==> config.mk <==
export PLATFORM = sky130hd
export DESIGN_NAME = usart_baud_rate_generator
export DESIGN_NICKNAME = d
export VERILOG_FILES = /design/src/baud_gen_pkg.sv /design/src/usart_baud_rate_generator.sv
export VERILOG_INCLUDE_DIRS = /design/src
export SDC_FILE = /design/constraint.sdc
export NUM_CORES = 1
export LEC_CHECK = 0
export BUFFER_PORTS_ARGS = -buffer_cell sky130_fd_sc_hd__buf_2
export CAP_MARGIN = 20
export CORE_MARGIN = 2
export CORE_UTILIZATION = 45
export DETAILED_ROUTE_END_ITERATION = 16
export GPL_ROUTABILITY_DRIVEN = 0
export PLACE_DENSITY = 0.76
export SETUP_SLACK_MARGIN = 0.02
export SYNTH_ARGS = -nofsm -noshare
export SYNTH_HDL_FRONTEND = slang
export SYNTH_SLANG_ARGS = --single-unit
export TNS_END_PERCENT = 5
==> constraint.sdc <==
create_clock -name pclk -period 2.2 [get_ports pclk]
set_input_delay 0.44 -clock pclk [delete_from_list [all_inputs] [get_ports pclk]]
set_output_delay 0.44 -clock pclk [all_outputs]
set_load 0.1 [all_outputs]
==> src/baud_gen_map.svh <==
// Purpose: register offsets, field positions, reset values, timing counts
// Assumes: APB, 32-bit data, one aligned word per register
// Notes:   offsets chosen for this block
`ifndef BAUD_GEN_MAP_SVH
`define BAUD_GEN_MAP_SVH
`define OFS_DIV_LOWER    12'h000
`define OFS_DIV_UPPER    12'h004
`define OFS_CONTROL      12'h008
`define OFS_STATUS       12'h00c
`define CTRL_SYNC_BIT    0
`define CTRL_DOUBLE_BIT  1
`define CTRL_POL_BIT     2
`define DIV_LOWER_RESET  8'h00
`define DIV_UPPER_RESET  4'h0
`define BASE_NORMAL      5'h10
`define BASE_DOUBLE      5'h08
`define BASE_SYNC        5'h02
`endif

==> src/baud_gen_pkg.sv <==
// Purpose: types shared by the baud generator
// Assumes: nothing
// Notes:   apb request travels as one struct
package baud_gen_pkg;
	typedef struct packed {
		logic        psel;
		logic        penable;
		logic        pwrite;
		logic [11:0] paddr;
		logic [31:0] pwdata;
	} apb_req_type;
	typedef enum logic [1:0] {
		MODE_ASYNC,
		MODE_SYNC
	} mode_type;
endpackage

==> src/usart_baud_rate_generator.sv <==
// Purpose: baud prescaler and synchronous clock edge selection
// Assumes: apb slave with zero wait states; pready always high
// Notes:   tick pulses once per bit; sync clock toggles each half bit
//
// The register addresses and the APB interface to the registers were decided locally.
`timescale 1ns/100ps
`include "baud_gen_map.svh"
module usart_baud_rate_generator #(
	// divisor width; prescaler and status word are laid out for 12 bits
	parameter int DIV_WIDTH = 12
) (
	// apb bus
	input  wire logic                       pclk,
	input  wire logic                       presetn,
	input  wire baud_gen_pkg::apb_req_type  apb_req,
	output logic                            pready,
	output logic                            pslverr,
	output logic [31:0]                     prdata,
	// bit timing
	output logic                            bit_tick,
	output logic                            sync_serial_clock,
	output logic                            tx_change_strobe,
	output logic                            rx_sample_strobe
);
	import baud_gen_pkg::*;

	// refuse widths the fixed register split cannot hold
	if (DIV_WIDTH != 12) begin : g_width_check
		$error("divisor width must be 12");
	end

	logic [7:0]  baud_divisor_lower_reg;
	logic [3:0]  baud_divisor_upper_reg;
	logic        sync_mode_reg;
	logic        double_speed_reg;
	logic        sync_clock_polarity_reg;
	logic [11:0] prescale_reg;
	logic [4:0]  base_reg;
	logic [11:0] baud_divisor;
	logic        wr_access;
	logic        rd_access;
	logic        known_addr;
	logic        prescale_zero;
	logic        base_wrap;
	logic        half_tick;

	// full 12-bit divisor from both halves
	assign baud_divisor = {baud_divisor_upper_reg, baud_divisor_lower_reg};
	assign wr_access = apb_req.psel & apb_req.penable & apb_req.pwrite;
	assign rd_access = apb_req.psel & ~apb_req.penable & ~apb_req.pwrite;
	assign known_addr = (apb_req.paddr == `OFS_DIV_LOWER) |
		(apb_req.paddr == `OFS_DIV_UPPER) |
		(apb_req.paddr == `OFS_CONTROL) | (apb_req.paddr == `OFS_STATUS);

	// base count per mode; double speed ignored in sync mode
	function automatic logic [4:0] base_of(input logic sync_m,
		input logic dbl);
		if (sync_m) begin
			return `BASE_SYNC;
		end
		return dbl ? `BASE_DOUBLE : `BASE_NORMAL;
	endfunction

	// divisor registers; upper bits never stored so they read zero
	always_ff @(posedge pclk or negedge presetn) begin
		if (!presetn) begin
			baud_divisor_lower_reg <= `DIV_LOWER_RESET;
			baud_divisor_upper_reg <= `DIV_UPPER_RESET;
		end else if (wr_access) begin
			if (apb_req.paddr == `OFS_DIV_LOWER) begin
				baud_divisor_lower_reg <= apb_req.pwdata[7:0];
			end
			if (apb_req.paddr == `OFS_DIV_UPPER) begin
				baud_divisor_upper_reg <= apb_req.pwdata[3:0];
			end
		end
	end

	// control bits
	always_ff @(posedge pclk or negedge presetn) begin
		if (!presetn) begin
			sync_mode_reg           <= 1'b0;
			double_speed_reg        <= 1'b0;
			sync_clock_polarity_reg <= 1'b0;
		end else if (wr_access && apb_req.paddr == `OFS_CONTROL) begin
			sync_mode_reg           <= apb_req.pwdata[`CTRL_SYNC_BIT];
			double_speed_reg        <= apb_req.pwdata[`CTRL_DOUBLE_BIT];
			sync_clock_polarity_reg <= apb_req.pwdata[`CTRL_POL_BIT];
		end
	end

	// read data captured in setup so prdata comes from a flop
	always_ff @(posedge pclk or negedge presetn) begin
		if (!presetn) begin
			prdata  <= 32'h0000_0000;
			pslverr <= 1'b0;
			pready  <= 1'b1;
		end else begin
			pready  <= 1'b1;
			pslverr <= apb_req.psel & ~apb_req.penable & ~known_addr;
			if (rd_access) begin
				case (apb_req.paddr)
				`OFS_DIV_LOWER: prdata <= {24'h00_0000,
					baud_divisor_lower_reg};
				`OFS_DIV_UPPER: prdata <= {28'h000_0000,
					baud_divisor_upper_reg};
				`OFS_CONTROL: prdata <= {29'h0000_0000,
					sync_clock_polarity_reg, double_speed_reg,
					sync_mode_reg};
				`OFS_STATUS: prdata <= {15'h0000, base_reg,
					prescale_reg};
				default: prdata <= 32'h0000_0000;
				endcase
			end
		end
	end

	// prescaler counts divisor down to zero; zero divisor ticks every clock
	assign prescale_zero = (prescale_reg == 12'h000);
	assign base_wrap = prescale_zero &&
		(base_reg == 5'(base_of(sync_mode_reg, double_speed_reg) - 5'h01));
	assign half_tick = prescale_zero && sync_mode_reg;
	always_ff @(posedge pclk or negedge presetn) begin
		if (!presetn) begin
			prescale_reg <= 12'h000;
		end else if (wr_access && apb_req.paddr == `OFS_DIV_LOWER) begin
			// reload at once, dropping the running count
			prescale_reg <= {baud_divisor_upper_reg,
				apb_req.pwdata[7:0]};
		end else if (prescale_zero) begin
			prescale_reg <= baud_divisor;
		end else begin
			prescale_reg <= prescale_reg - 12'h001;
		end
	end

	// base counter splits each bit into 16, 8 or 2 prescaler periods
	// a mode change restarts the count: a count left above the new base
	// would otherwise run on to the 5-bit wrap and stretch one bit
	always_ff @(posedge pclk or negedge presetn) begin
		if (!presetn) begin
			base_reg <= 5'h00;
		end else if (wr_access && apb_req.paddr == `OFS_DIV_LOWER) begin
			base_reg <= 5'h00;
		end else if (wr_access && apb_req.paddr == `OFS_CONTROL) begin
			base_reg <= 5'h00;
		end else if (base_wrap) begin
			base_reg <= 5'h00;
		end else if (prescale_zero) begin
			base_reg <= base_reg + 5'h01;
		end
	end

	// bit tick and sync clock; polarity picks launch and sample edges
	always_ff @(posedge pclk or negedge presetn) begin
		if (!presetn) begin
			bit_tick          <= 1'b0;
			sync_serial_clock <= 1'b0;
			tx_change_strobe  <= 1'b0;
			rx_sample_strobe  <= 1'b0;
		end else begin
			bit_tick <= base_wrap;
			tx_change_strobe <= 1'b0;
			rx_sample_strobe <= 1'b0;
			if (!sync_mode_reg) begin
				sync_serial_clock <= sync_clock_polarity_reg;
			end else if (half_tick) begin
				sync_serial_clock <= ~sync_serial_clock;
				// launch edge when clock sat at the polarity level: rising for polarity 0, falling for 1
				if (sync_serial_clock == sync_clock_polarity_reg) begin
					tx_change_strobe <= 1'b1;
				end else begin
					rx_sample_strobe <= 1'b1;
				end
			end
		end
	end

	AST_RESERVED_ZERO: assert property (@(posedge pclk) disable iff (!presetn)
		$past(rd_access && apb_req.paddr == `OFS_DIV_UPPER) |->
		prdata[31:4] == 28'h0) else $error("upper bits not zero");
	AST_RELOAD: assert property (@(posedge pclk) disable iff (!presetn)
		wr_access && apb_req.paddr == `OFS_DIV_LOWER |=>
		prescale_reg == $past({baud_divisor_upper_reg,
		apb_req.pwdata[7:0]})) else $error("no reload");
	AST_ZERO_DIV: assert property (@(posedge pclk) disable iff (!presetn)
		baud_divisor == 12'h0 && !wr_access |=> prescale_reg == 12'h0)
		else $error("zero divisor not max rate");
	AST_SYNC_TOGGLE: assert property (@(posedge pclk) disable iff (!presetn)
		sync_mode_reg && half_tick |=> sync_serial_clock !=
		$past(sync_serial_clock)) else $error("no toggle");
	AST_POL_TX: assert property (@(posedge pclk) disable iff (!presetn)
		tx_change_strobe |-> sync_serial_clock != sync_clock_polarity_reg
		|| $changed(sync_clock_polarity_reg)) else $error("bad tx edge");
	// an expired count must reload the full 12-bit divisor
	AST_DIV_WIDTH: assert property (@(posedge pclk) disable iff (!presetn)
		prescale_zero && !wr_access |=>
		prescale_reg == $past(baud_divisor))
		else $error("prescaler reload wrong");
	AST_BASE: assert property (@(posedge pclk) disable iff (!presetn)
		!sync_mode_reg && !double_speed_reg && base_wrap |->
		base_reg == 5'h0f) else $error("bad async base");
	AST_DOUBLE: assert property (@(posedge pclk) disable iff (!presetn)
		!sync_mode_reg && double_speed_reg |-> base_reg < 5'h08 ||
		$past(!double_speed_reg) || $past(sync_mode_reg))
		else $error("bad double base");
	COV_TICK: cover property (@(posedge pclk) bit_tick);
	COV_TX: cover property (@(posedge pclk) tx_change_strobe);
	COV_RX: cover property (@(posedge pclk) rx_sample_strobe);
	// double speed ticks and a prescaler reload by software
	COV_DOUBLE: cover property (@(posedge pclk)
		double_speed_reg && bit_tick);
	COV_RELOAD: cover property (@(posedge pclk)
		wr_access && apb_req.paddr == `OFS_DIV_LOWER);
endmodule

Word-level counts from Yosys, hierarchy flattened
Index checks and enable logic that the tools add are counted.
Storage, ports and cells
  register bits after elaboration: 69
Operators by class
  add/subtract/negate cells: 3
  equality and inequality tests: 6
  mux-type cells: 19
  bitwise logic cells: 12
  reductions and logical operators: 9
Operators by type and width (count)
  $pmux 17 s4: 1
  $mux 5: 7
  $eq 12x4->1 const B: 2
  $logic_not 12->1: 2
  $mux 12: 2
  $eq 12x3->1 const B: 1
  $sub 12x1->12 const B: 1
  $mux 1: 9
  $add 5x1->5 const B: 1
  $and 1x1->1: 5
  $eq 5x5->1: 1
  $sub 5x1->5 const B: 1
  $logic_and 1x1->1: 4
  $not 1->1: 4
  $reduce_and 2->1: 2
  $reduce_bool 4->1: 1
  $or 1x1->1: 3
  $ne 2x1->1 const B: 1
  $eq 1x1->1: 1

Logic depth before layout (Yosys ltp)
Gate-level depths: netlist of the first run.
  depth after elaboration: 8
  depth in mapped cells: 8
  gate-level depth less buffers: 6

Worst setup path after synthesis of the first run
Ideal clock, no wire load.
  path kind: input -> register
  start: input apb_req[43] in the netlist's numbering
  end: register prescale_reg[10]
  arrival: 2.314 ns
  required time: 2.075 ns
  path slack: -0.239 ns
  stages on the path: 6
  path buffers: 1
  cells stage by stage: or4_4 > or4_1 > or3_1 > buf_6 > nand2_8 > mux2_4
Between the ends
  word-level cells in the longest chain between the ends: 3
RTL lines
  start: declaration: RTL line usart_baud_rate_generator.sv:15  | input wire baud_gen_pkg::apb_req_type apb_req,
  $logic_not 12->1
  $logic_and 1x1->1 (no source line)
  $mux 12: RTL line usart_baud_rate_generator.sv:126  | end else if (wr_access && apb_req.paddr == `OFS_DIV_LOWER) begin
  end signal: assignment: RTL line usart_baud_rate_generator.sv:128  | prescale_reg <= {baud_divisor_upper_reg,
  end signal: assignment: RTL line usart_baud_rate_generator.sv:131  | prescale_reg <= baud_divisor;
  end signal: assignment: RTL line usart_baud_rate_generator.sv:133  | prescale_reg <= prescale_reg - 12'h001;
  end: declaration: RTL line usart_baud_rate_generator.sv:37  | logic [11:0] prescale_reg;
No other way between the ends.
A chain may end at the register's enable or synchronous reset.

Worst setup path after layout of the first run
  start: input apb_req[43] in the netlist's numbering
  end: register prescale_reg[9]
Same word-level chain as after synthesis.

==> results of run 1 <==
how the worst max path moves through the flow:
| stage | slack [ns] | end | depth (start not counted) |
|---|---|---|---|
| 2_1_floorplan | -0.24 | prescale_reg[10] | 6 |
| 3_5_place_dp | -0.40 | prescale_reg[9] | 6 |
| 4_1_cts | 0.004 | prescale_reg[9] | 6 |
| 6_report | 0.03 | prescale_reg[9] | 6 |
| 3_3_place_gp | -0.36 | baud_divisor_lower_reg[6] | 6 |
| 5_1_grt | 0.01 | base_reg[0] | 7 |
final cells by class:
type | instances | area [um^2] | share of cell area
multi-input combinational | 200 | 1380 | 0.4159
inverter | 2 | 7.507 | 0.002262
tap | 77 | 96.34 | 0.02903
clock inverter | 3 | 43.79 | 0.01320
timing repair buffer | 63 | 370.4 | 0.1116
sequential | 54 | 1351 | 0.4072
clock buffer | 5 | 68.82 | 0.02074
cells by family after synthesis:
kind of cell,Yosys count,synth area share
XOR/XNOR,10,0.03070
other,2,0.002633
buffers and inverters,30,0.06579
AND/OR/NAND/NOR,101,0.2013
AO/OA/AOI/OAI,51,0.1215
multiplexers,19,0.09123
adder cells (fa/ha/maj),3,0.01316
flip-flops,54,0.4737
cell usage in the layout (no fill, tap or decap), types with 3 or more instances in the layout:
| cell type | n |
|---|---|
| a22oi_1 | 5 |
| o31ai_1 | 6 |
| buf_2 | 46 |
| buf_4 | 16 |
| mux2_2 | 10 |
| nand2_1 | 41 |
| o21ai_0 | 13 |
| mux2_4 | 4 |
| a21oi_1 | 9 |
| clkbuf_8 | 5 |
| nor4_1 | 3 |
| and3_1 | 3 |
| mux4_2 | 3 |
| ha_1 | 3 |
| nor3b_1 | 4 |
| xnor2_1 | 7 |
| conb_1 | 16 |
| a22o_1 | 11 |
| nor2_1 | 17 |
| dfrtp_1 | 54 |
| nand3_1 | 5 |
| xor2_1 | 3 |
layer usage:
| metal | track usage | share of wire | up-vias |
|---|---|---|---|
| met4 | 0.04985 | 0.011 | 0 |
| li1 | - | - | 1050 |
| met2 | 0.2996 | 0.50 | 80 |
| met3 | 0.03363 | 0.064 | 6 |
| met1 | 0.2429 | 0.43 | 1065 |
| met5 | 0 | 0 | - |
through the flow:
| step | setup TNS [ns] | cells |
|---|---|---|
| finish | 0 | 404 |
| global route | 0 | 404 |
| CTS | 0 | 404 |
| detailed placement | -8.903 | 396 |
| global placement | -7.498 | 396 |
| floorplan | -2.319 | 284 |
power by group through the flow:
stage / clock, mW / sequential [mW] / combinational (mW)
finish: 0.667 / 1.10 / 0.374
CTS: 0.683 / 1.10 / 0.374
detailed placement: 0 / 1.12 / 0.368
floorplan: 0 / 1.11 / 0.298
global placement: 0 / 1.12 / 0.360
global route: 0.717 / 1.11 / 0.405
==> summary.txt, run 1 <==
Yosys
  • Share of the synthesized area in the top cell type: 0.4737
  • Ys async rst share: 1.000
  • Sequential share of the synthesized area: 0.4737
  • Flops & latches, synth: 54
  • Most used DFF post-synth: dfrtp_1
  • Synthesized area: 2853 um^2
  • Most frequent cell after synthesis: dfrtp_1
  • Leading area contributor after synthesis: dfrtp_1
  • Avg Inst Size Synth: 10.57 um^2
  • Most frequent cells after synthesis: dfrtp_1 (54), nand2_1 (41), buf_4 (17), nor2_1 (17), o21ai_0 (13)
  • Post-synth EDFFs: 0
  • Yosys cell types: 51
  • Synth area leaders: dfrtp_1 (47%), nand2_1 (5.4%), buf_4 (4.5%), mux2_2 (3.9%), a22o_1 (3.4%)
  • Yosys warning count: 0
  • Synthesized netlist cell count: 270

Final layout
  • Final instance area: 3318 um^2
  • Fillers: 574
  • Number of flip-flops in the largest register: 17
  • Ratio of cells with drive above 1 in the final layout: 0.3119
  • Area Growth Syn to Fin: 16.32%
  • Nets: 378
  • Final Core Density: 0.5317
  • N_diodes: 0

CTS
  • Skew-Pair Late Insertion Delay: 0.31 ns
  • CTS tree: built
  • CTS Buffer Depth: 2
  • Max H-tree Level: 2
  • CTS Hold Bufs: 0
  • Clock-pin slew on the worst setup and hold paths: 0.10 ns
  • CTS Buf Count: 5
  • Root buffer cell: clkbuf_8
  • Setup bufs post-CTS: 0
  • CTS Sinks: 54
  • Post-cts resize count: 2

Floorplan
  • # rows: 29
  • Core box area: 6241 um^2
  • Die area: 6992 um^2
  • Chip Height: 83.62 um
  • Top-Level Pins: 87
  • Initial core utilization: 0.4571
  • Die X: 83.62 um

Power
  • Pwr Total: 2.146 mW
  • IR drop worst, VDD: 0.0004642 V
  • Power share of the combinational group: 0.174
  • Net Switching: 0.6501 mW
  • Sw frac: 0.3029
  • Sequential power share: 0.515
  • Leakage dissipation: 1.608 nW
  • Power share of the clock group: 0.311
  • Pwr/cell area: 646.7 nW/um^2
  • Internal power: 1.496 mW

Place
  • Area after DPL: 3192 um^2
  • Hpwl dp: 4.648 mm
  • Input/output buffers: 46
  • Pre-CTS WS: -0.3977 ns

STA
  • Max Slew Vio Count: 0
  • Setup Skew: 0.004408 ns
  • Tmin final: 2.172 ns
  • Hold WS: 0.09880 ns
  • Setup violation total in the final timing report: 0
  • Final Worst Setup Slack: 0.02794 ns
  • Unrepaired setup endpoints after global routing: true
  • Max Freq: 460.4 MHz
  • Final Hold Vio Count: 0
  • Headroom to the max-slew limit: 0.6395
  • Period utilisation layout: 0.9873
  • Worst Tran Pin Value: 0.5407 ns

Detailed routing
  • Routed WL per cell: 15.00 um
  • DRT antenna net count: 0
  • Final wirelength: 6.061 mm
  • Initial DRC Count: 204
  • DR vias/cell: 5.448
  • First-pass DRT Iterations: 4
  • DRC viols: 0
  • Via count: 2,201

Critical path
  • Critical R2R Capture: prescale_reg[6]
  • Worst setup path startpoint: apb_req[43]
  • CP Class: in2reg
  • Crit path top cell by count: or4_4
  • Worst path slowest cell: or4_4
  • Worst setup EP type: flop
  • Reg2reg path depth: 6
  • Register-to-register setup slack: 0.30 ns
  • CP required: 2.40 ns
  • Worst path cell trace: buf_2 > or4_4 > or4_4 > or3_4 > nand2_8 > mux2_4
  • Startpoint types: primary input
  • Worst r2r src: prescale_reg[2]
  • Crit-path max cell delay: 0.53 ns
  • Crit path DAT: 2.37 ns
  • Buffers and inverters on the worst path: 1
  • CP max FO: 4
  • Delay-heaviest family, CP: simple AND/OR/NAND/NOR gates

GRT
  • Pin count of the biggest net entering global routing: 25
  • GRT overflow: 0
  • Gr usage total: 0.1802
  • First-pass GRT wire length: 10.23 mm
  • Vias in the first global route: 2,133
  • Initial antenna violation count: 0

Job
  • Max cap viols: 0

Min path
  • Hold Path Class: in2async

Outcome
  • Status: complete, no violations
Power figures use the tool's default switching activity.
==> run 2, diff against run 1 <==
ABC_AREA = 1   (was not set)
CORE_ASPECT_RATIO = 1.1   (was not set)
==> summary.txt, run 2 <==
Floorplan
  • Die X: 82.54 um (-1.3%)
  • Initial core utilization: 0.4630 (+0.005901)
  • Core box area: 6594 um^2 (+5.7%)
  • # rows: 31 (+6.9%)
  • Die area: 7460 um^2 (+6.7%)
  • Top-Level Pins: 87 (unchanged)
  • Chip Height: 90.39 um (+8.1%)

CTS
  • Skew-Pair Late Insertion Delay: 0.31 ns (about the same)
  • Max H-tree Level: 2 (unchanged)
  • Root buffer cell: clkbuf_8
  • CTS Sinks: 54 (unchanged)
  • Setup bufs post-CTS: 0 (unchanged)
  • CTS tree: built
  • CTS Hold Bufs: 0 (unchanged)
  • Post-cts resize count: 0 (-2)
  • Clock-pin slew on the worst setup and hold paths: 0.10 ns (about the same)
  • CTS Buffer Depth: 2 (unchanged)
  • CTS Buf Count: 5 (unchanged)

Final layout
  • Final Core Density: 0.5180 (-0.01365)
  • Most frequent cells in the layout: nand2_1 (103), dfrtp_1 (54), buf_2 (46), inv_1 (40), o21ai_0 (37)
  • Fillers: 632 (+10%)
  • Nets: 485 (+28%)
  • Ratio of cells with drive above 1 in the final layout: 0.1982 (-0.1138)
  • Final instance area: 3416 um^2 (+2.9%)
  • Commonest non-fill, non-tap cell in the layout: nand2_1
  • Area Growth Syn to Fin: 11.89%
  • Final non-filler cell total: 516 (+28%)
  • Number of flip-flops in the largest register: 17 (unchanged)
  • N_diodes: 0 (unchanged)

Critical path
  • CP required: 2.39 ns (about the same)
  • Crit path DAT: 2.05 ns (-0.32 ns)
  • Startpoint types: flop
  • CP max FO: 8 (+4)
  • Worst setup EP type: flop
  • CP Class: reg2reg

Yosys
  • Synthesized netlist cell count: 383 (+42%)
  • Share of the synthesized area in the top cell type: 0.4426 (-0.03106)
  • Sequential share of the synthesized area: 0.4426 (-0.03106)
  • Avg Inst Size Synth: 7.971 um^2 (-25%)
  • Leading area contributor after synthesis: dfrtp_1
  • Yosys cell types: 32 (-37%)
  • Synthesized area: 3053 um^2 (+7.0%)
  • Most used DFF post-synth: dfrtp_1
  • Most frequent cells after synthesis: nand2_1 (103), dfrtp_1 (54), inv_1 (40), o21ai_0 (37), nor2_1 (31)
  • Ys async rst share: 1.000 (unchanged)
  • Yosys warning count: 0 (unchanged)
  • Most frequent cell after synthesis: nand2_1
  • Post-synth EDFFs: 0 (unchanged)
  • Flops & latches, synth: 54 (unchanged)
  • Synth area leaders: dfrtp_1 (44%), nand2_1 (13%), o21ai_0 (6.1%), inv_1 (4.9%), nand3_1 (4.6%)

Min path
  • Hold Path Class: in2async

GRT
  • GRT overflow: 0 (unchanged)
  • Vias in the first global route: 2,488 (+17%)
  • Pin count of the biggest net entering global routing: 30 (+20%)
  • Initial antenna violation count: 0 (unchanged)
  • First-pass GRT wire length: 11.16 mm (+9.1%)
  • Gr usage total: 0.1863 (+0.006047)

STA
  • Setup Skew: 0.005265 ns (+0.0008566 ns)
  • Max Slew Vio Count: 0 (unchanged)
  • Headroom to the max-slew limit: 0.6107 (-0.02884)
  • Final Hold Vio Count: 0 (unchanged)
  • Setup violation total in the final timing report: 0 (unchanged)
  • Worst Tran Pin Value: 0.5839 ns (+0.04326 ns)
  • Tmin final: 1.853 ns (-0.3194 ns)
  • Max Freq: 539.8 MHz (+17%)
  • Unrepaired setup endpoints after global routing: false
  • Period utilisation layout: 0.8421 (-0.1452)
  • Setup TNS: 0 ns (unchanged)

Place
  • Placed cell count: 508 (+28%)
  • Area after DPL: 3321 um^2 (+4.0%)
  • Hpwl dp: 5.084 mm (+9.4%)
  • Input/output buffers: 46 (unchanged)

Power
  • Pwr Total: 2.224 mW (+3.6%)
  • Pwr/cell area: 651.2 nW/um^2 (+0.69%)
  • IR drop worst, VDD: 0.0003199 V (-31%)
  • Leakage dissipation: 1.822 nW (+13%)

Detailed routing
  • First-pass DRT Iterations: 5 (+1)
  • DRT antenna net count: 0 (unchanged)
  • DR vias/cell: 5.083 (-6.7%)
  • Via count: 2,623 (+19%)
  • DRC viols: 0 (unchanged)
  • Final wirelength: 6.543 mm (+8.0%)
  • Routed WL per cell: 12.68 um (-15%)
  • Initial DRC Count: 148 (-27%)

Outcome
  • Status: complete, no violations

Job
  • Max cap viols: 0 (unchanged)
-- run 2: routing by layer --
metal,up-vias,share of wire,global-route usage
li1,1307,-,-
met1,1203,0.45,0.2574
met2,105,0.49,0.3051
met3,8,0.045,0.02500
met4,0,0.014,0.04781
met5,-,0,0
-- run 2: final timing paths --
kind / from / endpoint / slack [ns] / cells after the start
max: prescale_reg[0] / prescale_reg[4] / 0.35 / 9
max in group asynchronous: presetn / prdata[7] / 1.53 / 2
min reg2reg: prdata[5] / prdata[5] / 0.48 / 2
min: presetn / rx_sample_strobe / 0.12 / 1
max reg2reg: prescale_reg[0] / prescale_reg[4] / 0.35 / 9
min in group pclk: apb_req[6] / prescale_reg[6] / 0.35 / 3
-- run 2: through the flow --
stage	worst slack, ns	hold slack (ns)
after floorplan	0.7357	0.1444
after global placement	0.4074	0.4620
after detailed placement	0.4118	0.4644
after CTS	0.4012	0.1345
after global routing	0.2227	0.1685
final	0.3474	0.1189
-- run 2: cells by family after synthesis --
kind of cell / share of synthesized area
AND/OR/NAND/NOR: 0.2951
buffers and inverters: 0.1127
AO/OA/AOI/OAI: 0.1127
flip-flops: 0.4426
XOR/XNOR: 0.01721
adder cells (fa/ha/maj): 0.01230
other: 0.002460
multiplexers: 0.004917
-- run 2: critical path, cell delays in order (launching register included) --
cell and delay (ns):
dfrtp_1 0.40, inv_1 0.14, ha_1 0.22, nand4_1 0.11, nor2_1 0.10, nand2_1 0.18
nand2_1 0.28, nand2_1 0.11, o21ai_1 0.13, nand2_1 0.08
-- run 2: layout make-up --
| type | count | area, um^2 | area share |
|---|---|---|---|
| Tap cell | 82 | 102.6 | 0.03004 |
| Sequential cell | 54 | 1351 | 0.3956 |
| Timing Repair Buffer | 52 | 287.8 | 0.08425 |
| Clock buffer | 6 | 82.58 | 0.02418 |
| Multi-Input combinational cell | 275 | 1410 | 0.4128 |
| Clock inverter | 2 | 12.51 | 0.003663 |
| Inverter | 45 | 168.9 | 0.04945 |
-- run 2: power by group --
| part | internal [mW] | total [mW] | switching [mW] |
|---|---|---|---|
| Combinational | 0.137 | 0.513 | 0.376 |
| Sequential | 1.06 | 1.14 | 0.0802 |
| Clock | 0.254 | 0.573 | 0.320 |
==> run 3, diff against run 2 <==
PLACE_DENSITY = 0.78   (was 0.76)
clock period = 1.5 ns   (was 2.2 ns; I/O delays follow)
==> summary.txt, run 3 (synthesized netlist as in run 2, its figures left out) <==
GRT
  • Initial antenna violation count: 0 (unchanged)
  • GRT overflow: 0 (unchanged)
  • Gr usage total: 0.2012 (+0.01495)
  • Pin count of the biggest net entering global routing: 55 (+83%)
  • Vias in the first global route: 2,590 (+4.1%)
  • First-pass GRT wire length: 11.95 mm (+7.0%)

CTS
  • Skew-Pair Late Insertion Delay: 0.32 ns (about the same)
  • Clock-pin slew on the worst setup and hold paths: 0.10 ns (about the same)
  • CTS tree: built
  • Max H-tree Level: 2 (unchanged)
  • Root buffer cell: clkbuf_8
  • CTS Buf Count: 5 (unchanged)
  • CTS Sinks: 54 (unchanged)
  • CTS Buffer Depth: 2 (unchanged)

Final layout
  • Ratio of cells with drive above 1 in the final layout: 0.2903 (+0.09217)
  • Final instance area: 3854 um^2 (+13%)
  • Most frequent cells in the layout: nand2_1 (97), dfrtp_1 (53), buf_2 (45), inv_1 (37), nor2_1 (28)
  • Number of flip-flops in the largest register: 17 (unchanged)
  • Commonest non-fill, non-tap cell in the layout: nand2_1
  • Nets: 516 (+6.4%)
  • N_diodes: 0 (unchanged)
  • Area Growth Syn to Fin: 26.23%
  • Final non-filler cell total: 547 (+6.0%)
  • Final Core Density: 0.5844 (+0.06641)

STA
  • Headroom to the max-slew limit: 0.6490 (+0.03831)
  • Period utilisation layout: 1.055 (+0.2132)
  • Max Slew Vio Count: 0 (unchanged)
  • Final Hold Vio Count: 0 (unchanged)
  • Worst Tran Pin Value: 0.5242 ns (-0.05978 ns)
  • Setup Skew: 0.008809 ns (+0.003544 ns)
  • Setup violation total in the final timing report: 10 (+10)
  • Unrepaired setup endpoints after global routing: true
  • Tmin final: 1.583 ns (-0.2697 ns)
  • Max Freq: 631.7 MHz (+17%)
  • Final Worst Setup Slack: -0.08294 ns (-0.4303 ns)

Floorplan
  • Chip Height: 90.39 um (unchanged)
  • Die X: 82.54 um (unchanged)
  • Core box area: 6594 um^2 (unchanged)
  • # rows: 31 (unchanged)
  • Die area: 7460 um^2 (unchanged)
  • Top-Level Pins: 87 (unchanged)
  • Initial core utilization: 0.4630 (unchanged)

Detailed routing
  • First-pass DRT Iterations: 5 (unchanged)
  • Via count: 2,909 (+11%)
  • DR vias/cell: 5.318 (+4.6%)
  • DRT antenna net count: 0 (unchanged)
  • Initial DRC Count: 280 (+89%)
  • Final wirelength: 7.414 mm (+13%)
  • Routed WL per cell: 13.55 um (+6.9%)
  • DRC viols: 0 (unchanged)

Outcome
  • Failing checks: setup timing
  • Status: complete, but fails checks

Power
  • Internal power: 2.565 mW (+77%)
  • Sw frac: 0.3271 (-0.02188)
  • Pwr/cell area: 989.1 nW/um^2 (+52%)
  • Power share of the combinational group: 0.248 (+0.017)
  • Power share of the clock group: 0.312 (+0.054)
  • Net Switching: 1.247 mW (+61%)
  • Sequential power share: 0.440 (-0.071)
  • Leakage dissipation: 2.076 nW (+14%)
  • IR drop worst, VDD: 0.0004466 V (+40%)
  • Pwr Total: 3.812 mW (+71%)

Critical path
  • Worst path cell trace: inv_2 > ha_4 > nand2_4 > nor3_4 > buf_6 > nand2_4 > nand3_2 > nand2_1 > nand2_1 > inv_1
  • Startpoint types: flop
  • Worst setup EP type: flop
  • Worst path slowest cell: dfrtp_1
  • CP Class: reg2reg
  • Crit-path max cell delay: 0.42 ns (+0.02 ns)
  • CP max FO: 4 (-4)
  • Crit path DAT: 1.81 ns (-0.24 ns)
  • CP required: 1.72 ns (-0.67 ns)

Place
  • Placed cell count: 532 (+4.7%)
  • Hpwl dp: 5.246 mm (+3.2%)
  • Pre-CTS WS: -0.06764 ns (-0.4795 ns)
  • Input/output buffers: 46 (unchanged)
  • Area after DPL: 3526 um^2 (+6.2%)

Min path
  • Hold Path Class: in2reg

Job
  • Max cap viols: 0 (unchanged)
==> run 3: per-stage QoR <==
stage	setup TNS (ns)	hold slack [ns]
4_1_cts	0	0.2021
3_5_place_dp	-0.2194	0.3165
3_3_place_gp	-0.07167	0.3129
2_1_floorplan	0	0.004409
6_report	-0.4915	0.2041
5_1_grt	-2.212	0.2221
==> run 3: worst paths after layout <==
path	start	end	slack, ns	cells after the start
max reg2reg	prescale_reg[1]	base_reg[4]	-0.08	10
max	prescale_reg[1]	base_reg[4]	-0.08	10
max in group asynchronous	presetn	prescale_reg[3]	0.76	3
min in group asynchronous	presetn	rx_sample_strobe	0.48	3
min	apb_req[7]	baud_divisor_lower_reg[7]	0.20	3
min reg2reg	prdata[11]	prdata[11]	0.49	2
==> run 3: worst max-delay path: cells and delay by family, from the launching register on <==
family,cells,cell delay (ns)
simple gates,6,0.62
flops,1,0.42
buf+inv,3,0.30
fa+ha+maj,1,0.16
==> run 3: power groups by stage <==
stage | combinational (mW) | clock [mW] | sequential [mW]
after floorplan | 0.610 | 0 | 1.68
after global placement | 0.791 | 0 | 1.68
after detailed placement | 0.813 | 0 | 1.68
after CTS | 0.856 | 1.20 | 1.66
after global routing | 1.04 | 1.25 | 1.69
final | 0.943 | 1.19 | 1.68
==> run 3: area by class of cell <==
cell class                      instances  area [um^2]
Clock buffer                            6        82.58
Clock inverter                          2        60.06
Fill cell                             541         2740
Inverter                               45        171.4
Multi-Input combinational cell        275         1503
Sequential cell                        54         1353
Tap cell                               82        102.6
Timing Repair Buffer                   83        581.8
==> run 3: repair_timing <==
item / in CTS / in global routing
setup endpoints to repair: 13 / 19
gates cloned: 0 / 1
resized for setup: 7 / 38
endpoints found under the hold margin: 54 / 0
buffers inserted: 2 / 3
pin swaps: 3 / 7
hold buffers: 1 / 0
==> run 3: per-layer routing <==
| metal | vias to the layer above | GRT usage | share of wire |
|---|---|---|---|
| li1 | 1371 | - | - |
| met1 | 1387 | 0.2766 | 0.40 |
| met2 | 125 | 0.3185 | 0.50 |
| met3 | 26 | 0.03400 | 0.062 |
| met4 | 0 | 0.06831 | 0.035 |
| met5 | - | 0 | 0 |
